===== src/rtl/uev_pkg.sv =====
package uev_pkg;
  localparam int ADDR_W = 8;
  // Register indices; the byte address is four times the index.
  localparam logic [5:0] IDX_SC_EN = 6'h05;
  localparam logic [5:0] IDX_SC_FLAGS = 6'h06;
  localparam logic [5:0] IDX_ST_EN = 6'h07;
  localparam logic [5:0] IDX_ST_FLAGS = 6'h08;
  localparam logic [5:0] IDX_MODE = 6'h09;
  localparam logic [5:0] IDX_DIR_DELAY = 6'h10;
  localparam logic [5:0] IDX_CFG = 6'h11;
  localparam logic [5:0] IDX_BRK_LEN = 6'h12;
  localparam int SC_ADDR = 5;
  localparam int SC_BREAK = 4;
  localparam int ST_TXE = 7;
  localparam int ST_SLEEP = 6;
  localparam int ST_CLK = 5;
  localparam int MD_AUTO_SLEEP = 6;
  localparam int MD_SLEEP_FORCE = 5;
  localparam int MD_AUTO_DIR = 4;
  localparam int MD_RTS_TRI = 3;
  localparam int MD_TX_TRI = 2;
  localparam int MD_TX_HALT = 1;
  localparam int MD_RX_HALT = 0;
  localparam int CFG_MULTIDROP = 0;
  localparam int CFG_SPECIAL = 1;
  localparam int CFG_CRYSTAL = 2;
  localparam int CFG_CLK_EN = 3;
  localparam logic [7:0] SC_EN_MASK = 8'h3f;
  localparam logic [7:0] ST_EN_MASK = 8'hef;
  localparam logic [7:0] MODE_MASK = 8'h7f;
  localparam logic [7:0] CFG_MASK = 8'h0f;
  localparam logic [7:0] REG_RESET = 8'h00;
  localparam logic [7:0] CFG_RESET = 8'h08;
  localparam logic [15:0] BRK_LEN_RESET = 16'h01f4;
  localparam logic [1:0] RESP_OKAY = 2'h0;
  localparam logic [1:0] RESP_SLVERR = 2'h2;
  localparam int CLK_MHZ = 50;
  localparam int AUTO_SLEEP_US = 1000;
  localparam int AUTO_SLEEP_CYCLES = AUTO_SLEEP_US * CLK_MHZ;
  localparam int DELAY_UNIT_NS = 320;
  localparam int DELAY_UNIT_CYCLES = DELAY_UNIT_NS * CLK_MHZ / 1000;
  typedef enum logic [3:0] {
    UEV_D_IDLE = 4'h1,
    UEV_D_SETUP = 4'h2,
    UEV_D_SEND = 4'h4,
    UEV_D_HOLD = 4'h8
  } uev_dir_e;
endpackage


===== src/rtl/uev_timer_if.sv =====
`timescale 1ns/1ns
interface uev_timer_if;
  logic start;
  logic [3:0] count;
  logic done;
  modport owner (output start, output count, input done);
  modport timer (input start, input count, output done);
endinterface


===== src/rtl/uev_delay_timer.sv =====
`timescale 1ns/1ns
module uev_delay_timer #(
  parameter int UNIT = uev_pkg::DELAY_UNIT_CYCLES
) (
  input wire logic aclk, // Clock.
  input wire logic rst, // Synchronous reset, active high.
  uev_timer_if.timer t // Start, length in units, done pulse.
);
  localparam int UW = $clog2(UNIT + 1);
  logic busy;
  logic [3:0] units;
  logic [UW-1:0] tick;
  wire unit_end = (tick == UW'(UNIT - 1));

  // Done pulses count*UNIT+1 cycles after the start edge, or one cycle for zero.
  always_ff @(posedge aclk) begin
    if (rst) begin
      busy <= 1'b0;
      units <= 4'h0;
      tick <= '0;
      t.done <= 1'b0;
    end else begin
      t.done <= 1'b0;
      if (t.start) begin
        busy <= (t.count != 4'h0);
        units <= t.count;
        tick <= '0;
        t.done <= (t.count == 4'h0);
      end else if (busy) begin
        tick <= unit_end ? '0 : tick + 1'b1;
        if (unit_end) begin
          units <= units - 4'h1;
          if (units == 4'h1) begin
            busy <= 1'b0;
            t.done <= 1'b1;
          end
        end
      end
    end
  end

  a_zero_delay: assert property (@(posedge aclk) disable iff (rst)
    t.start && t.count == 4'h0 |=> t.done)
    else $error("zero delay did not finish in one cycle");
endmodule


===== src/rtl/uev_top.sv =====
// Design decision made here: the AXI4-Lite register port.
`timescale 1ns/1ns
module uev_top #(
  parameter int CHANNEL = 0,
  parameter int AUTO_SLEEP_CYCLES = uev_pkg::AUTO_SLEEP_CYCLES,
  parameter int DELAY_UNIT = uev_pkg::DELAY_UNIT_CYCLES
) (
  input wire logic aclk, // Clock, 50 MHz.
  input wire logic aresetn, // Synchronous reset, active low.
  input wire logic soft_reset, // Per-channel software reset.
  input wire logic [7:0] s_axi_awaddr, // Write address.
  input wire logic [2:0] s_axi_awprot, // Unused.
  input wire logic s_axi_awvalid, // Write address valid.
  output logic s_axi_awready, // Write address ready.
  input wire logic [31:0] s_axi_wdata, // Write data.
  input wire logic [3:0] s_axi_wstrb, // Write strobes.
  input wire logic s_axi_wvalid, // Write data valid.
  output logic s_axi_wready, // Write data ready.
  output logic [1:0] s_axi_bresp, // Write response.
  output logic s_axi_bvalid, // Write response valid.
  input wire logic s_axi_bready, // Write response ready.
  input wire logic [7:0] s_axi_araddr, // Read address.
  input wire logic [2:0] s_axi_arprot, // Unused.
  input wire logic s_axi_arvalid, // Read address valid.
  output logic s_axi_arready, // Read address ready.
  output logic [31:0] s_axi_rdata, // Read data.
  output logic [1:0] s_axi_rresp, // Read response.
  output logic s_axi_rvalid, // Read data valid.
  input wire logic s_axi_rready, // Read data ready.
  input wire logic rx_char_valid, // Pulse: a character was received.
  input wire logic rx_char_is_address, // Ninth bit marks an address.
  input wire logic [3:0] rx_char_match, // Resume1, resume2, pause1, pause2.
  input wire logic rx_line, // Receive line level.
  input wire logic [7:0] gpio_in, // All eight pin levels.
  input wire logic tx_fifo_empty, // Transmit FIFO empty.
  input wire logic tx_shift_idle, // Transmit shifter idle.
  input wire logic tx_serial, // Serial data from the shifter.
  input wire logic rts_level, // Request-to-send level when not automatic.
  input wire logic clock_settled, // Oscillator, predivider and PLL settled.
  input wire logic line_activity, // Any link or host activity.
  output logic tx_pin, // Transmit pin output.
  output logic tx_oe, // Transmit pin enable.
  output logic rts_pin, // Request-to-send pin output.
  output logic rts_oe, // Request-to-send pin enable.
  output logic tx_permit, // Transmitter may start a character.
  output logic tx_halt, // Transmitter disabled.
  output logic rx_enable, // Receiver accepts characters.
  output logic sleeping, // Channel in low-power sleep.
  output logic isr_special, // Summary bit 1.
  output logic isr_status, // Summary bit 2.
  output logic isr_tx_empty // Summary bit 5.
);
  localparam int IW = $clog2(AUTO_SLEEP_CYCLES + 1);
  wire rst = !aresetn || soft_reset;

  logic aw_held, w_held;
  logic [5:0] aw_idx;
  logic [31:0] wdata_q;
  logic [3:0] wstrb_q;
  logic [7:0] sc_en, st_en, mode, dir_delay, cfg;
  logic [15:0] brk_len, brk_cnt;
  logic brk_seen;
  logic [5:0] sc;
  logic [7:0] st;
  logic [3:0] gp_prev;
  logic gp_ready, txe_prev;
  logic [IW-1:0] idle_cnt;
  uev_pkg::uev_dir_e dstate, next_dstate;
  uev_timer_if setup_t ();
  uev_timer_if hold_t ();

  // Bus decode.
  wire aw_fire = s_axi_awvalid && s_axi_awready;
  wire w_fire = s_axi_wvalid && s_axi_wready;
  wire ar_fire = s_axi_arvalid && s_axi_arready;
  wire wr_go = aw_held && w_held && !s_axi_bvalid;
  wire wr_b0 = wr_go && wstrb_q[0];
  wire wr_b1 = wr_go && wstrb_q[1];
  wire [5:0] ar_idx = s_axi_araddr[7:2];
  wire wr_sc_en = wr_b0 && aw_idx == uev_pkg::IDX_SC_EN;
  wire wr_st_en = wr_b0 && aw_idx == uev_pkg::IDX_ST_EN;
  wire wr_mode = wr_b0 && aw_idx == uev_pkg::IDX_MODE;
  wire wr_delay = wr_b0 && aw_idx == uev_pkg::IDX_DIR_DELAY;
  wire wr_cfg = wr_b0 && aw_idx == uev_pkg::IDX_CFG;
  wire wr_brk = aw_idx == uev_pkg::IDX_BRK_LEN;
  wire wr_known = wr_brk || aw_idx inside {[uev_pkg::IDX_SC_EN : uev_pkg::IDX_MODE],
    uev_pkg::IDX_DIR_DELAY, uev_pkg::IDX_CFG};
  wire rd_sc = ar_fire && ar_idx == uev_pkg::IDX_SC_FLAGS;
  wire rd_st = ar_fire && ar_idx == uev_pkg::IDX_ST_FLAGS;
  wire [7:0] mode_rd = {mode[7:6], sleeping, mode[4:0]};
  wire rd_known = ar_idx inside {[uev_pkg::IDX_SC_EN : uev_pkg::IDX_MODE],
    uev_pkg::IDX_DIR_DELAY, uev_pkg::IDX_CFG, uev_pkg::IDX_BRK_LEN};
  wire [15:0] rd_val =
    (ar_idx == uev_pkg::IDX_SC_EN) ? {8'h00, sc_en} :
    (ar_idx == uev_pkg::IDX_SC_FLAGS) ? {10'h000, sc} :
    (ar_idx == uev_pkg::IDX_ST_EN) ? {8'h00, st_en} :
    (ar_idx == uev_pkg::IDX_ST_FLAGS) ? {8'h00, st} :
    (ar_idx == uev_pkg::IDX_MODE) ? {8'h00, mode_rd} :
    (ar_idx == uev_pkg::IDX_DIR_DELAY) ? {8'h00, dir_delay} :
    (ar_idx == uev_pkg::IDX_CFG) ? {8'h00, cfg} :
    (ar_idx == uev_pkg::IDX_BRK_LEN) ? brk_len : 16'h0000;

  // Receive-side events.
  wire rx_ok = rx_char_valid && !mode[uev_pkg::MD_RX_HALT];
  wire spec_ok = rx_ok && cfg[uev_pkg::CFG_SPECIAL];
  wire brk_hit = !rx_line && !brk_seen && brk_cnt == brk_len;
  wire [5:0] sc_set = {rx_ok && cfg[uev_pkg::CFG_MULTIDROP] && rx_char_is_address,
    brk_hit, spec_ok ? rx_char_match : 4'h0};
  wire sc_pend = |(sc & sc_en[5:0]);

  // Status-side events.
  wire [3:0] gp_now = gpio_in[CHANNEL*4 +: 4];
  wire [3:0] gp_chg = gp_ready ? (gp_now ^ gp_prev) & st_en[3:0] : 4'h0;
  wire txe_now = tx_fifo_empty && tx_shift_idle;
  wire txe_set = txe_now && !txe_prev;
  wire clk_en = cfg[uev_pkg::CFG_CLK_EN];
  wire st_pend = |(st & st_en);

  // Sleep control.
  wire auto_sleep = mode[uev_pkg::MD_AUTO_SLEEP];
  wire idle_done = idle_cnt == IW'(AUTO_SLEEP_CYCLES - 1);
  wire next_sleeping = mode[uev_pkg::MD_SLEEP_FORCE] ||
    (auto_sleep && !line_activity && (sleeping || idle_done));
  wire sleep_enter = next_sleeping && !sleeping;
  wire sleep_leave = sleeping && !next_sleeping;

  // Direction control.
  wire auto_dir = mode[uev_pkg::MD_AUTO_DIR];
  assign setup_t.start = dstate == uev_pkg::UEV_D_IDLE && auto_dir && !tx_fifo_empty;
  assign setup_t.count = dir_delay[7:4];
  assign hold_t.start = dstate == uev_pkg::UEV_D_SEND && txe_now;
  assign hold_t.count = dir_delay[3:0];

  always_comb begin
    next_dstate = dstate;
    unique case (dstate)
      uev_pkg::UEV_D_IDLE: if (setup_t.start) next_dstate = uev_pkg::UEV_D_SETUP;
      uev_pkg::UEV_D_SETUP: if (setup_t.done) next_dstate = uev_pkg::UEV_D_SEND;
      uev_pkg::UEV_D_SEND: if (hold_t.start) next_dstate = uev_pkg::UEV_D_HOLD;
      uev_pkg::UEV_D_HOLD: if (hold_t.done) next_dstate = uev_pkg::UEV_D_IDLE;
      default: next_dstate = uev_pkg::UEV_D_IDLE;
    endcase
    if (!auto_dir) begin
      next_dstate = uev_pkg::UEV_D_IDLE;
    end
  end

  uev_delay_timer #(.UNIT(DELAY_UNIT)) u_setup (.aclk(aclk), .rst(rst), .t(setup_t));
  uev_delay_timer #(.UNIT(DELAY_UNIT)) u_hold (.aclk(aclk), .rst(rst), .t(hold_t));

  // Write channel: address and data taken in either order.
  always_ff @(posedge aclk) begin
    if (rst) begin
      aw_held <= 1'b0;
      w_held <= 1'b0;
      aw_idx <= 6'h00;
      wdata_q <= 32'h00000000;
      wstrb_q <= 4'h0;
      s_axi_awready <= 1'b1;
      s_axi_wready <= 1'b1;
      s_axi_bvalid <= 1'b0;
      s_axi_bresp <= uev_pkg::RESP_OKAY;
    end else begin
      if (aw_fire) begin
        aw_held <= 1'b1;
        aw_idx <= s_axi_awaddr[7:2];
        s_axi_awready <= 1'b0;
      end
      if (w_fire) begin
        w_held <= 1'b1;
        wdata_q <= s_axi_wdata;
        wstrb_q <= s_axi_wstrb;
        s_axi_wready <= 1'b0;
      end
      if (wr_go) begin
        aw_held <= 1'b0;
        w_held <= 1'b0;
        s_axi_bvalid <= 1'b1;
        s_axi_bresp <= wr_known ? uev_pkg::RESP_OKAY : uev_pkg::RESP_SLVERR;
      end else if (s_axi_bvalid && s_axi_bready) begin
        s_axi_bvalid <= 1'b0;
        s_axi_awready <= 1'b1;
        s_axi_wready <= 1'b1;
      end
    end
  end

  // Read channel; a flag register read clears its event flags, but not the sleep or clock bits, at the address edge.
  always_ff @(posedge aclk) begin
    if (rst) begin
      s_axi_arready <= 1'b1;
      s_axi_rvalid <= 1'b0;
      s_axi_rdata <= 32'h00000000;
      s_axi_rresp <= uev_pkg::RESP_OKAY;
    end else if (ar_fire) begin
      s_axi_arready <= 1'b0;
      s_axi_rvalid <= 1'b1;
      s_axi_rdata <= {16'h0000, rd_val};
      s_axi_rresp <= rd_known ? uev_pkg::RESP_OKAY : uev_pkg::RESP_SLVERR;
    end else if (s_axi_rvalid && s_axi_rready) begin
      s_axi_rvalid <= 1'b0;
      s_axi_arready <= 1'b1;
    end
  end

  // Software registers; bits without a function are masked off.
  always_ff @(posedge aclk) begin
    if (rst) begin
      sc_en <= uev_pkg::REG_RESET;
      st_en <= uev_pkg::REG_RESET;
      mode <= uev_pkg::REG_RESET;
      dir_delay <= uev_pkg::REG_RESET;
      cfg <= uev_pkg::CFG_RESET;
      brk_len <= uev_pkg::BRK_LEN_RESET;
    end else begin
      if (wr_sc_en) sc_en <= wdata_q[7:0] & uev_pkg::SC_EN_MASK;
      if (wr_st_en) st_en <= wdata_q[7:0] & uev_pkg::ST_EN_MASK;
      if (wr_mode) mode <= wdata_q[7:0] & uev_pkg::MODE_MASK;
      if (wr_delay) dir_delay <= wdata_q[7:0];
      if (wr_cfg) cfg <= wdata_q[7:0] & uev_pkg::CFG_MASK;
      if (wr_brk && wr_b0) brk_len[7:0] <= wdata_q[7:0];
      if (wr_brk && wr_b1) brk_len[15:8] <= wdata_q[15:8];
    end
  end

  // Event flags; a set in a read-clearing cycle wins over the clear, but clock enable low clears the sleep and clock bits.
  always_ff @(posedge aclk) begin
    if (rst) begin
      sc <= 6'h00;
      st <= uev_pkg::REG_RESET;
      brk_cnt <= 16'h0000;
      brk_seen <= 1'b0;
      gp_prev <= 4'h0;
      gp_ready <= 1'b0;
      txe_prev <= 1'b1;
    end else begin
      sc <= (rd_sc ? 6'h00 : sc) | sc_set;
      brk_seen <= !rx_line && (brk_seen || brk_hit);
      brk_cnt <= (rx_line || brk_seen || brk_hit) ? 16'h0000 : brk_cnt + 16'h0001;
      gp_prev <= gp_now;
      gp_ready <= 1'b1;
      txe_prev <= txe_now;
      st[uev_pkg::ST_TXE] <= (!rd_st && st[uev_pkg::ST_TXE]) || txe_set;
      st[3:0] <= (rd_st ? 4'h0 : st[3:0]) | gp_chg;
      if (!clk_en || sleep_leave) begin
        st[uev_pkg::ST_SLEEP] <= 1'b0;
      end else if (sleep_enter) begin
        st[uev_pkg::ST_SLEEP] <= 1'b1;
      end
      if (!clk_en) begin
        st[uev_pkg::ST_CLK] <= 1'b0;
      end else if (clock_settled && cfg[uev_pkg::CFG_CRYSTAL]) begin
        st[uev_pkg::ST_CLK] <= 1'b1;
      end
    end
  end

  // Sleep, direction and pin outputs.
  always_ff @(posedge aclk) begin
    if (rst) begin
      idle_cnt <= '0;
      sleeping <= 1'b0;
      dstate <= uev_pkg::UEV_D_IDLE;
      rts_pin <= 1'b0;
      rts_oe <= 1'b1;
      tx_pin <= 1'b1;
      tx_oe <= 1'b1;
      tx_permit <= 1'b0;
      tx_halt <= 1'b0;
      rx_enable <= 1'b1;
      isr_special <= 1'b0;
      isr_status <= 1'b0;
      isr_tx_empty <= 1'b0;
    end else begin
      idle_cnt <= (!auto_sleep || line_activity || idle_done) ? '0 : idle_cnt + 1'b1;
      sleeping <= next_sleeping;
      dstate <= next_dstate;
      rts_pin <= auto_dir ? dstate != uev_pkg::UEV_D_IDLE : rts_level;
      rts_oe <= !mode[uev_pkg::MD_RTS_TRI];
      tx_oe <= !mode[uev_pkg::MD_TX_TRI];
      tx_pin <= (mode[uev_pkg::MD_TX_HALT] && tx_shift_idle) || tx_serial;
      tx_permit <= !mode[uev_pkg::MD_TX_HALT] && (!auto_dir || dstate == uev_pkg::UEV_D_SEND);
      tx_halt <= mode[uev_pkg::MD_TX_HALT];
      rx_enable <= !mode[uev_pkg::MD_RX_HALT];
      isr_special <= sc_pend;
      isr_status <= st_pend;
      isr_tx_empty <= auto_dir && tx_fifo_empty;
    end
  end

  a_addr_flag: assert property (@(posedge aclk) disable iff (rst)
    rx_ok && cfg[uev_pkg::CFG_MULTIDROP] && rx_char_is_address |=> sc[uev_pkg::SC_ADDR])
    else $error("address flag not set");
  a_sc_read_clear: assert property (@(posedge aclk) disable iff (rst)
    rd_sc && sc_set == 6'h00 |=> sc == 6'h00)
    else $error("special flags not cleared by read");
  a_break_flag: assert property (@(posedge aclk) disable iff (rst)
    !rx_line && brk_cnt == brk_len && !brk_seen |=> sc[uev_pkg::SC_BREAK])
    else $error("break flag not set");
  a_special_gate: assert property (@(posedge aclk) disable iff (rst)
    $rose(sc[0]) |-> $past(spec_ok))
    else $error("resume flag set without detection enabled");
  // The cycle after a reset compares against pre-reset values, so it is skipped.
  a_summary_one: assert property (@(posedge aclk) disable iff (rst)
    !$past(rst) |-> isr_special == $past(sc_pend))
    else $error("summary bit 1 does not follow enabled flags");
  a_pin_gate: assert property (@(posedge aclk) disable iff (rst)
    $rose(st[0]) |-> $past(st_en[0]))
    else $error("pin flag set while its enable was low");
  a_pin_change: assert property (@(posedge aclk) disable iff (rst)
    gp_ready && st_en[1] && gp_now[1] != gp_prev[1] |=> st[1])
    else $error("pin change not flagged");
  a_sleep_kept: assert property (@(posedge aclk) disable iff (rst)
    rd_st && st[uev_pkg::ST_SLEEP] && clk_en && !sleep_leave |=> st[uev_pkg::ST_SLEEP])
    else $error("sleep flag cleared by read");
  a_force_sleep: assert property (@(posedge aclk) disable iff (rst)
    mode[uev_pkg::MD_SLEEP_FORCE] |=> sleeping)
    else $error("forced sleep not entered");
  a_rts_idle: assert property (@(posedge aclk) disable iff (rst)
    auto_dir && dstate == uev_pkg::UEV_D_IDLE |=> !rts_pin)
    else $error("request-to-send high while idle");
  a_tristate: assert property (@(posedge aclk) disable iff (rst)
    $past(mode[uev_pkg::MD_RTS_TRI]) && !$past(rst) |->
    !rts_oe ##0 (tx_oe == !$past(mode[uev_pkg::MD_TX_TRI])))
    else $error("tristate control not followed");
endmodule


===== config.mk =====
export PLATFORM = sky130hd
export DESIGN_NAME = uev_top
export DESIGN_NICKNAME = d
export VERILOG_FILES = /design/src/rtl/uev_pkg.sv /design/src/rtl/uev_timer_if.sv /design/src/rtl/uev_delay_timer.sv /design/src/rtl/uev_top.sv
export SDC_FILE = /design/constraint.sdc
export NUM_CORES = 1
export LEC_CHECK = 0
export BUFFER_PORTS_ARGS = -buffer_cell sky130_fd_sc_hd__buf_2
export CAP_MARGIN = 20
export CORE_ASPECT_RATIO = 0.8
export CORE_MARGIN = 2
export CORE_UTILIZATION = 35
export DETAILED_ROUTE_END_ITERATION = 16
export PLACE_DENSITY = 0.63
export SYNTH_ARGS = -nofsm -noshare
export SYNTH_HDL_FRONTEND = slang
export SYNTH_SLANG_ARGS = --single-unit

===== constraint.sdc =====
create_clock -name aclk -period 3.5 [get_ports aclk]
set_input_delay 0.175 -clock aclk [delete_from_list [all_inputs] [get_ports aclk]]
set_output_delay 0.175 -clock aclk [all_outputs]
set_load 0.1 [all_outputs]

Word level (Yosys, flattened, before mapping)

Cells that the tools add are included.

Flip-flop bits (word level): 188
Logic and storage cells: 250

Add/subtract/negate cells: 6
$lt $le $gt $ge: 4
Eq/ne operators: 29
Mux-type cells: 57
Bitwise operators: 8
Reductions and logical operators: 96

Operators by type and width:

| operator                                                                            | number |
|---|---|
| 16-bit 2-to-1 mux                                                                   | 8 |
| 4-bit 2-to-1 mux                                                                    | 13 |
| 1-bit logical AND                                                                   | 41 |
| 6-bit by 5-bit == test with 1-bit output, second input constant                     | 6 |
| 16-bit by 1-bit adder with 16-bit output, second input constant                     | 2 |
| 6-bit by 3-bit == test with 1-bit output, second input constant                     | 5 |
| 1-bit 2-to-1 mux                                                                    | 30 |
| 6-bit by 4-bit == test with 1-bit output, second input constant                     | 3 |
| 1-bit zero test                                                                     | 17 |
| 16-bit == test                                                                      | 1 |
| 16-bit == test, second input constant                                               | 1 |
| 4-bit one-hot mux with 4 select lines                                               | 1 |
| 2-bit OR reduction                                                                  | 8 |
| 1-bit logical OR                                                                    | 13 |
| 4-bit by 1-bit == test with 1-bit output, second input constant                     | 3 |
| 6-bit by 3-bit greater-or-equal comparator with 1-bit output, second input constant | 2 |
| 6-bit by 4-bit <= comparator with 1-bit output, second input constant               | 2 |
| 2-bit nonzero test                                                                  | 6 |
| 4-bit nonzero test                                                                  | 3 |
| 5-bit by 1-bit adder with 5-bit output, second input constant                       | 2 |
| 5-bit by 4-bit == test with 1-bit output, second input constant                     | 2 |
| 5-bit 2-to-1 mux                                                                    | 2 |
| 8-bit bitwise AND                                                                   | 1 |
| 4-bit zero test                                                                     | 2 |
| 20 further kinds                                                                    | 26 |

Logic depth before layout (Yosys ltp)

Gate-level depths: netlist of run 1.

Depth in word-level cells: 9
Depth in mapped cells: 6
Depth with buffers taken out: 5

By module

A second synthesis of run 1 with hierarchy kept.

Cell total of the unflattened synthesis: 952
Area, all modules: 8449.4 sq um

Modules (own cells, without submodules):

| module          | times used | cells an instance | area an instance (sq um) | seq. area each (sq um) |
|---|---|---|---|---|
| uev_top         | 1          | 820               | 7303.3                   | 3283.1 |
| uev_delay_timer | 2          | 66                | 573.0                    | 220.2 |

Worst setup path after synthesis of run 1

No wires, ideal clock.

Path type: reg2reg
From: register s_axi_bvalid
To: register brk_len[2]
Setup time: 129 ps
Arrival: 2025 ps
Path slack: 1346 ps
Stages on the path, launching flop included: 6
Path buffers: 1
Period minus slack after synthesis: 2154 ps
Path through: dfxtp_1 -> and4b_1 -> nand4b_1 -> clkbuf_1 -> mux2i_1 -> nand2_1

Longest elaborated chain between the ends: 4

Ends and longest elaborated chain:

| item                   | RTL line       | RTL |
|---|---|---|
| from (decl)            | uev_top.sv:20  | `output logic s_axi_bvalid,` |
| from (signal assigned) | uev_top.sv:161 | `s_axi_bvalid <= 1'b0;` |
| from (signal assigned) | uev_top.sv:178 | `s_axi_bvalid <= 1'b1;` |
| from (signal assigned) | uev_top.sv:181 | `s_axi_bvalid <= 1'b0;` |
| 1-bit zero test        | uev_top.sv:76  | `wire wr_go = aw_held && w_held && !s_axi_bvalid;` |
| 1-bit logical AND      | uev_top.sv:76  |  |
| 1-bit logical AND      | uev_top.sv:77  | `wire wr_b0 = wr_go && wstrb_q[0];` |
| 1-bit logical AND      | uev_top.sv:221 | `if (wr_brk && wr_b0) brk_len[7:0] <= wdata_q[7:0];` |
| to (signal assigned)   | uev_top.sv:214 | `brk_len <= uev_pkg::BRK_LEN_RESET;` |
| to (signal assigned)   | uev_top.sv:221 |  |
| to (decl)              | uev_top.sv:61  | `logic [15:0] brk_len, brk_cnt;` |

No other way between the ends.
A chain may end at the register's enable or synchronous reset.

Worst setup path in the final report of run 1

From: register aw_idx[4]
To: register dir_delay[4]

Longest elaborated chain between the ends: 2

Ends and longest elaborated chain:

| item                                     | RTL line       | RTL |
|---|---|---|
| from (decl)                              | uev_top.sv:57  | `logic [5:0] aw_idx;` |
| from (signal assigned)                   | uev_top.sv:166 | `aw_idx <= s_axi_awaddr[7:2];` |
| 6-bit by 5-bit == test with 1-bit output | uev_top.sv:83  | `wire wr_delay = wr_b0 && aw_idx == uev_pkg::IDX_DIR_DELAY;` |
| 1-bit logical AND                        | uev_top.sv:83  |  |
| to (signal assigned)                     | uev_top.sv:212 | `dir_delay <= uev_pkg::REG_RESET;` |
| to (signal assigned)                     | uev_top.sv:219 | `if (wr_delay) dir_delay <= wdata_q[7:0];` |
| to (decl)                                | uev_top.sv:60  | `logic [7:0] sc_en, st_en, mode, dir_delay, cfg;` |

No other way between the ends.

==> flow_summary_export.csv, run 1 <==
group,metric,value,unit
floorplan,dieArea,25000,sq um
global_routing,gr-total-overflow,0,
power,peakVddDrop,0.000350,V
sta,setup_viol,0,
cts,cts-resized-gates,0,
sta,worst_pin_slew,0.901,ns
logic_synthesis,synth_top_family_by_area,"simple AND/OR/NAND/NOR gates",
power,p_per_area,447,nW/um^2
logic_synthesis,synth-simple-area-share,23.7,%
routing,dr.first_iter.drc_count,600,
logic_synthesis,yosysTopAreaCell,"dfxtp_1",
min_path,hold_class,"input port to flip-flop",
cts,clockBufferDepth,2,
routing,via_per_inst,5.13,
floorplan,fp.dieW,176,um
setup_path,cp-end-kind,"flip-flop",
setup_path,r2r_slack,1.35,ns
setup_path,cp_data_required_time,3.79,ns
power,p_comb_share,7.9,%
placed_design,place_ws,1.39,ns
cts,cts_tree,"done",
sta,min_period,2.15,ns
routing,ant_nets,0,
logic_synthesis,postSynthAreaPerCell,8.93,sq um
logic_synthesis,synthMuxAreaShare,7.39,%
sta,fmax,465,MHz
logic_synthesis,yosysWarnings,0,
floorplan,io_pins,139,
routing,via_count,6960,
final_layout,nets,1126,
routing,wl,20.9,mm
cts,clock_latency,0.43,ns
power,p_sw,1170,uW
logic_synthesis,synth-edff-count,0,
setup_path,path_class,"flip-flop to flip-flop",
logic_synthesis,ys_async_sr_fraction,0,%
global_routing,grt_pass1_wl,33.7,mm
setup_path,cp_max_fo,8,
sta,slew-limit-headroom,39.1,%
logic_synthesis,synth_cell_types,73,
job,drv_cap,0,
final_layout,num_antenna_cells,0,
floorplan,start_util,35.6,%
cts,root_buffer,"clkbuf_16",
global_routing,grt_start_max_net_pins,68,
power,clkPwrFrac,43.3,%
logic_synthesis,ys_ff_latch,186,
floorplan,die_h,142,um
power,p_seq_share,48.8,%
sta,period_share,61.4,%
outcome,status,"complete, no violations",
setup_path,critPathArrivalTime,2.44,ns
power,p_sw_share,26.6,%
global_routing,grt_pass1_vias,6262,
sta,hold_viol,0,
floorplan,core_area,23300,sq um
routing,wl_per_cell,15.4,um
final_layout,drive_above_1_share,14.6,%
sta,setup_slack,1.35,ns
final_layout,syn_to_final_growth,18.8,%
placed_design,dp_hpwl,14.8,mm
floorplan,rows,50,
power,intPower,3240,uW
global_routing,grtUsageTotal,17.0,%
sta,report.final.slew_viol_count,0,
setup_path,reg2reg_from,"aw_idx[4]",
logic_synthesis,synthTopCellsByArea,"dfxtp_1 (45%), mux2i_1 (7.0%), nor2_1 (5.0%)",
routing,firstDrtPassIters,5,
placed_design,port_buffers,88,
setup_path,start_kind,"flip-flop",
setup_path,worstSetupStartpoint,"aw_idx[4]",
placed_design,gp_congestion,0.830,
logic_synthesis,syn_area,8310,sq um
logic_synthesis,synthAdderAreaFrac,1.20,%
logic_synthesis,synthCells,931,
sta,grt_setup_unrepaired,"no",
sta,fin_skew,0.0123,ns
cts,clk_pin_slew_worst_paths,0.07,ns
power,p_leak,0.00362,uW
cts,cts_buffers,17,
logic_synthesis,synth_xor_area_share,5.69,%
sta,fin_tns_setup,0,ns
cts,cts_max_level,4,
logic_synthesis,synth_compound_area_share,12.5,%
routing,route.detailed.drc,0,
logic_synthesis,ys_seq_area_share,44.8,%
final_layout,fill_cells,2290,
min_path,min_from,"rx_char_match[1]",
cts,cts_sinks,186,
logic_synthesis,synth_ff_type,"dfxtp_1",
global_routing,antenna_found_initial,0,
logic_synthesis,synth_top_area_share,44.8,%
-- synthesized netlist by cell type, types with 6 or more instances --
master / instances
nand3_1: 30
a21oi_1: 51
inv_1: 15
buf_2: 6
a31oi_1: 7
mux2i_1: 58
dfxtp_1: 186
xor2_1: 19
nand2b_1: 12
nand4_1: 20
nor4_1: 9
nor2_1: 110
and2_1: 7
a22oi_1: 18
xnor2_1: 35
ha_1: 8
or3_1: 8
nand2_1: 95
clkbuf_1: 35
nor3_1: 27
nor2b_1: 8
buf_4: 18
a211oi_1: 12
nor4b_1: 7
o21ai_0: 26
-- registers in the layout, indices dropped and copies added (netlist names), 7 cells and up --
name / count
brk_cnt: 16
brk_len: 16
dir_delay: 8
idle_cnt: 16
mode: 7
s_axi_rdata: 16
st: 7
st_en: 7
wdata_q: 16
-- metal layers --
layer,track usage (%),share of wire [%]
met1,25.4,51
met2,24.7,43
met3,3.46,5.2
met4,4.52,1.3
met5,0,0
-- critical path, stage by stage (launching register included) --
cell	delay, ns
dfxtp_1	0.45
nor4b_1	0.53
nand4b_1	0.63
mux2i_1	0.33
nor2_1	0.07
-- power groups by stage --
stage	Clock [uW]	Combinational, uW	Sequential (uW)
global route	2060	372	2160
floorplan	0	211	2240
finish	1910	347	2150
global placement	0	315	2200
CTS	1960	346	2150
detailed placement	0	315	2200
-- worst paths after layout --
check / endpoint / cells after the start
worst min register to register: rx_enable / 1
worst max register to register: dir_delay[4] / 4
worst min-delay path: sc[1] / 3
worst max-delay path: dir_delay[4] / 4
-- stage by stage --
step | total power, uW | utilization (%) | hold WS [ns] | instance area, sq um | std cells
floorplan | 2450 | - | 0.272 | 8380 | 948
global placement | 2520 | 38.3 | 0.364 | 8940 | 1289
detailed placement | 2520 | 38.3 | 0.377 | 8940 | 1289
CTS | 4460 | 42.3 | 0.00289 | 9880 | 1356
global route | 4590 | 42.3 | 0.00593 | 9880 | 1356
finish | 4410 | 42.3 | 0.0182 | 9880 | 1356
-- cells by family (layout without fill, tap and decap cells) --
logic type	Yosys count	count (layout)
xor gates and xnor gates	54	54
buffers and inverters	81	177
adders and majority gates	8	8
other	1	18
DFF	186	186
AOI/OAI and AO/OA	159	159
muxes	61	61
and+or+nand+nor	381	381
-- timing repair --
| item | CTS | global route |
|---|---|---|
| hold endpoints to repair | 34 | 0 |
| hold buffers | 35 | 0 |
| buffers inserted | 0 | 0 |
-- cell type report --
type	count	area, sq um	area share [%]
clock buffers	17	425	4.31
flip-flops and latches	186	3720	37.7
well taps	312	390	3.95
clock inverters	15	159	1.61
inverters	15	56.3	0.570
repair buffers	130	843	8.54
multi-input cells	681	4280	43.3
-- placed cells by master, fill, tap and decap left out, types with 12 or more instances in the layout --
cell type	n
buf_2	88
nand3_1	30
a211oi_1	12
clkbuf_16	17
o21ai_0	26
inv_1	15
a21oi_1	51
nand4_1	20
dlygate4sd3_1	35
dfxtp_1	186
nand2_1	95
a22oi_1	18
xnor2_1	35
xor2_1	19
conb_1	18
nor3_1	27
mux2i_1	58
nor2_1	110
No activity file was read; power rests on OpenSTA's default activity.
==> inputs of run 2 (changes only) <==
ABC_AREA = 1   (was not set)
clock period = 2 ns   (was 3.5 ns; I/O delays follow)
==> run 2 against run 1 <==
Net effect: largest power group unchanged; critical endpoint is now s_axi_awready; die area shrank 2.0%; largest cell class unchanged; clock-buffer cell count grew 2; first-iteration DRC count shrank 8.3%; critical path depth grew 4; synthesized cell count grew 16%; area after synthesis shrank 2.0%; non-clock buffer count grew 20; core utilization grew 1.6 points; sequential cell count is the same; clock power grew 84%; via count grew 4.6%.
==> flow_summary_export.csv, run 2 <==
group,metric,value,unit
outcome,status,"complete, no violations",
setup_path,cp-end-kind,"flip-flop",
sta,hold_viol,0,
logic_synthesis,synthTopCellsByCount,"dfxtp_1 (186), nand2_1 (181), nor2_1 (145)",
power,peakVddDrop,0.000650,V
sta,grt_setup_unrepaired,"no",
routing,ant_nets,0,
routing,via_per_inst,4.74,
logic_synthesis,synth_top_area_share,45.7,%
setup_path,crit_chain,"dlygate4sd3_1 -> buf_2 -> nor2_4 -> buf_12 -> nand2_1 -> inv_1 -> o21ai_0 -> dlygate4sd3_1",
setup_path,critical_path.most_common_cell,"dlygate4sd3_1",
sta,min_period,1.87,ns
routing,dr.first_iter.drc_count,550,
power,p_per_area,791,nW/um^2
logic_synthesis,ys_seq_area_share,45.7,%
setup_path,critical-path-max-stage-delay,0.58,ns
global_routing,grtUsageTotal,17.3,%
sta,worst_pin_slew,0.652,ns
logic_synthesis,synth-edff-count,0,
floorplan,fp.dieW,175,um
sta,period_share,93.7,%
sta,fin_skew,0.00942,ns
routing,via_count,7279,
logic_synthesis,synthCells,1077,
sta,fmax,534,MHz
global_routing,grt_pass1_vias,6790,
final_layout,final_common_cell,"dfxtp_1",
global_routing,gr-total-overflow,0,
setup_path,critPathArrivalTime,2.19,ns
global_routing,gr-usage-met1,24.1,%
logic_synthesis,yosysTopAreaCell,"dfxtp_1",
final_layout,stdcell_count,1536,
global_routing,grt_pass1_wl,33.9,mm
cts,clk_pin_slew_worst_paths,0.07,ns
min_path,hold_class,"input port to flip-flop",
setup_path,path_class,"input port to flip-flop",
sta,report.final.slew_viol_count,0,
placed_design,place_ws,0.278,ns
cts,postCtsSetupBuffers,0,
floorplan,rows,49,
final_layout,syn_to_final_growth,22.5,%
global_routing,grt_start_max_net_pins,65,
cts,root_buffer,"clkbuf_16",
final_layout,drive_above_1_share,13.2,%
final_layout,stdcell_area,9970,sq um
sta,setup_slack,0.127,ns
routing,route.detailed.drc,0,
setup_path,worst_path_max_delay_cell,"dlygate4sd3_1",
routing,wl,20.8,mm
floorplan,io_pins,139,
logic_synthesis,postSynthAreaPerCell,7.56,sq um
logic_synthesis,synthTopCellsByArea,"dfxtp_1 (46%), nand2_1 (8.3%), nor2_1 (6.7%)",
logic_synthesis,ys_ff_latch,186,
routing,wl_per_cell,13.6,um
placed_design,gp_congestion,0.941,
logic_synthesis,synth_cell_types,47,
cts,clockBufferDepth,2,
power,p_leak,0.00395,uW
floorplan,dieArea,24500,sq um
logic_synthesis,synth_most_common_cell,"dfxtp_1",
sta,slew-limit-headroom,56.5,%
global_routing,grt.busiest_layer,"met2",
global_routing,antenna_found_initial,0,
routing,firstDrtPassIters,5,
logic_synthesis,ys_async_sr_fraction,0,%
logic_synthesis,syn_area,8140,sq um
logic_synthesis,synth_ff_type,"dfxtp_1",
global_routing,gr-usage-met3,3.77,%
job,drv_cap,0,
logic_synthesis,yosysWarnings,0,
final_layout,num_antenna_cells,0,
setup_path,r2r_slack,0.31,ns
placed_design,port_buffers,88,
cts,clock_latency,0.44,ns
setup_path,cp_data_required_time,2.32,ns
placed_design,dp_hpwl,14.9,mm
placed_design,placedCellCount,1458,
cts,cts_tree,"done",
sta,setup_viol,0,
final_layout,mostFrequentLayoutCells,"dfxtp_1 (185), nand2_1 (181), nor2_1 (145), inv_1 (129), a21oi_1 (95)",
floorplan,core_area,22700,sq um
cts,cts_sinks,186,
setup_path,cp_max_fo,64,
sta,fin_tns_setup,0,ns
floorplan,die_h,140,um
placed_design,placed_area,8900,sq um
power,power,7890,uW
final_layout,fill_cells,2297,
global_routing,grt_use_met2,27.4,%
floorplan,start_util,35.9,%
setup_path,start_kind,"input port",
cts,cts_max_level,4,
final_layout,nets,1312,
cts,cts_buffers,17,
## run 2: changes by cell type in the layout (fill, tap and decap cells not counted), sizes merged, moves of 14 or more
cell	delta
nor2	+40
mux2i	-58
o21ai	+41
xnor2	-15
nand2	+87
a21oi	+44
inv	+112
a22oi	-14
nand3	+16
## run 2: through the flow
step / utilization [%] / hold WS, ns
6_report: 44.0 / 0.0351
3_5_place_dp: 39.3 / 0.291
3_3_place_gp: 39.3 / 0.284
4_1_cts: 44.0 / 0.0139
2_1_floorplan: - / 0.178
5_1_grt: 44.0 / 0.0590
## run 2: path summary, 6_finish.rpt
kind / endpoint / depth (start not counted) / startpoint
min: wdata_q[5] / 3 / s_axi_wdata[5]
max reg2reg: u_hold.units[0] / 8 / dstate[1]
max: s_axi_awready / 8 / soft_reset
min reg2reg: rts_oe / 1 / mode[3]
## run 2: cells by family after synthesis
| kind of cell | synth area share, % |
|---|---|
| AND/OR/NAND/NOR | 24.9 |
| adder cells (fa/ha/maj) | 1.23 |
| flip-flops | 45.7 |
| XOR/XNOR | 3.76 |
| buffers and inverters | 9.28 |
| other | 0.0461 |
| AO/OA/AOI/OAI | 15.0 |
## run 2: critical path, delay by kind of cell
| family | cells | cell delay, ns |
|---|---|---|
| and+or+nand+nor | 2 | 0.37 |
| buffers and inverters | 5 | 1.60 |
| AOI/OAI and AO/OA | 1 | 0.10 |
## run 2: layout make-up
class	instances	area (sq um)	share of cell area [%]
sequential	186	3720	37.3
clock buffer	19	443	4.44
multi-input combinational	731	3730	37.4
inverter	131	492	4.93
tap	306	383	3.84
clock inverter	13	166	1.67
timing repair buffer	150	1030	10.4
## run 2: timing repair
item	in CTS	in global routing
hold buffers	46	0
endpoints found under the hold margin	48	0
endpoints found under the setup margin	0	1
resized for setup	0	1
## run 2: routing by layer
metal | up-vias | wire length, um
met3 | 13 | 1230
met2 | 177 | 9170
met5 | - | 0
li1 | 3801 | -
met4 | 0 | 163
met1 | 3288 | 10300
## run 2: where the power goes
part	switching [uW]	internal (uW)	total, uW
sequential	23.7	3740	3770
clock	1490	2020	3510
combinational	445	170	615
==> inputs of run 3 (changes only) <==
CTS_BUF_LIST = sky130_fd_sc_hd__clkbuf_8   (was not set)
==> run 3 against run 2 <==
Net effect: first-iteration DRC count is 2.5% lower; clock skew is 0.012 ns higher; sequential cell count stayed put; setup slack better by 0.017 ns; cell count is 0.13% higher; non-clock buffer count is 2 higher; via count hardly changed; core utilization is 0.76 points lower; highest routed layer unchanged; largest cell class unchanged; combinational power hardly changed; largest power group unchanged.
==> flow_summary_export.csv, run 3 (same netlist as run 2, synthesis figures left out) <==
group,metric,value,unit
outcome,status,"complete, no violations",
cts,cts_buffers,17,
sta,setup_viol,0,
power,p_leak,0.00387,uW
setup_path,start_kind,"input port",
power,power,7070,uW
global_routing,gr-total-overflow,0,
setup_path,r2r_cells,8,
global_routing,antenna_found_initial,0,
sta,fin_skew,0.0213,ns
cts,root_buffer,"clkbuf_8",
setup_path,path_buf_inv,5,
placed_design,placedCellCount,1458,
sta,slew-limit-headroom,56.4,%
setup_path,critical-path-max-stage-delay,0.58,ns
placed_design,port_buffers,88,
floorplan,rows,49,
sta,report.final.slew_viol_count,0,
floorplan,fp.dieW,175,um
setup_path,cp_data_required_time,2.36,ns
sta,worst_pin_slew,0.654,ns
sta,min_period,1.86,ns
routing,via_count,7276,
routing,ant_nets,0,
setup_path,crit_family,"buffers and inverters",
final_layout,drive_above_1_share,13.1,%
cts,postCtsSetupBuffers,0,
placed_design,dp_hpwl,14.9,mm
setup_path,path_class,"input port to flip-flop",
placed_design,placed_area,8900,sq um
cts,clockBufferDepth,2,
cts,cts_max_level,4,
floorplan,dieArea,24500,sq um
sta,fmax,539,MHz
routing,firstDrtPassIters,8,
cts,hold_buffers,48,
routing,wl,20.8,mm
routing,wl_per_cell,13.5,um
setup_path,crit_chain,"dlygate4sd3_1 -> buf_2 -> nor2_4 -> buf_12 -> nand2_1 -> inv_1 -> o21ai_0 -> dlygate4sd3_1",
final_layout,mostFrequentLayoutCells,"dfxtp_1 (185), nand2_1 (181), nor2_1 (145), inv_1 (130), a21oi_1 (95)",
setup_path,path_depth,8,
power,peakVddDrop,0.000389,V
global_routing,grt_start_max_net_pins,65,
sta,period_share,92.8,%
cts,clock_latency,0.48,ns
final_layout,stdcell_count,1538,
final_layout,final_common_cell,"dfxtp_1",
min_path,hold_depth,5,
sta,hold_viol,0,
cts,clk_pin_slew_worst_paths,0.09,ns
job,drv_cap,0,
setup_path,cp-end-kind,"flip-flop",
final_layout,syn_to_final_growth,20.4,%
routing,dr.first_iter.drc_count,536,
final_layout,final_core_utilization,43.2,%
global_routing,grtUsageTotal,17.2,%
global_routing,grt_pass1_vias,6749,
floorplan,io_pins,139,
placed_design,gp_congestion,0.941,
cts,cts-resized-gates,0,
cts,cts_sinks,186,
min_path,hold_class,"input port to flip-flop",
final_layout,num_antenna_cells,0,
final_layout,nets,1314,
routing,via_per_inst,4.73,
floorplan,die_h,140,um
setup_path,cp_max_fo,64,
setup_path,critical_path.most_common_cell,"dlygate4sd3_1",
global_routing,grt_pass1_wl,33.6,mm
sta,fin_tns_setup,0,ns
power,p_per_area,721,nW/um^2
sta,grt_setup_unrepaired,"no",
cts,cts_tree,"done",
routing,route.detailed.drc,0,
floorplan,core_area,22700,sq um
floorplan,start_util,35.9,%
setup_path,critPathArrivalTime,2.22,ns
setup_path,worst_path_max_delay_cell,"dlygate4sd3_1",
final_layout,stdcell_area,9800,sq um
## run 3: cell types whose count changed in the layout (fill, tap and decap cells not counted), sizes merged
cell         previous run  this run
clkbuf                 19        18
inv                   133       134
dlygate4sd3            46        48
## run 3: power by group
group / total (uW) / leakage, uW / internal [uW] / switching, uW
registers: 3760 / 0.00150 / 3740 / 23.4
logic: 617 / 0.00215 / 171 / 446
clock network: 2680 / 0.000218 / 1280 / 1410
total: 7070 / 0.00387 / 5190 / 1870
## run 3: path summary, 6_finish.rpt
path                                startpoint                to  slack [ns]
worst max-delay path                soft_reset     s_axi_awready        0.14
worst min-delay path                   aresetn  u_setup.units[3]        0.02
worst max register to register  u_hold.tick[1]   u_hold.units[0]        0.25
worst min register to register     idle_cnt[0]       idle_cnt[0]        0.45
## run 3: metal layers
layer / GRT usage (%) / wire, um
met3: 3.64 / 1160
met5: 0 / 0
met2: 27.0 / 9040
met4: 4.21 / 178
met1: 24.1 / 10400
## run 3: layout make-up
class / instances / area, sq um
inverters: 131 / 492
repair buffers: 152 / 1050
clock buffers: 18 / 248
well taps: 306 / 383
fillers: 2330 / 12900
clock inverters: 14 / 170
multi-input cells: 731 / 3730
flip-flops and latches: 186 / 3720
## run 3: tightest hold or removal path, stage by stage
cell and delay, ns:
buf_2 0.09, inv_1 0.08, nor2_4 0.07, nand2_1 0.07, inv_1 0.03
## run 3: through the flow
step           worst slack, ns  hold WS [ns]
2_1_floorplan            0.156         0.178
3_3_place_gp             0.352         0.284
3_5_place_dp             0.278         0.291
4_1_cts                  0.232       0.00797
5_1_grt                0.00289        0.0240
6_report                 0.143        0.0182
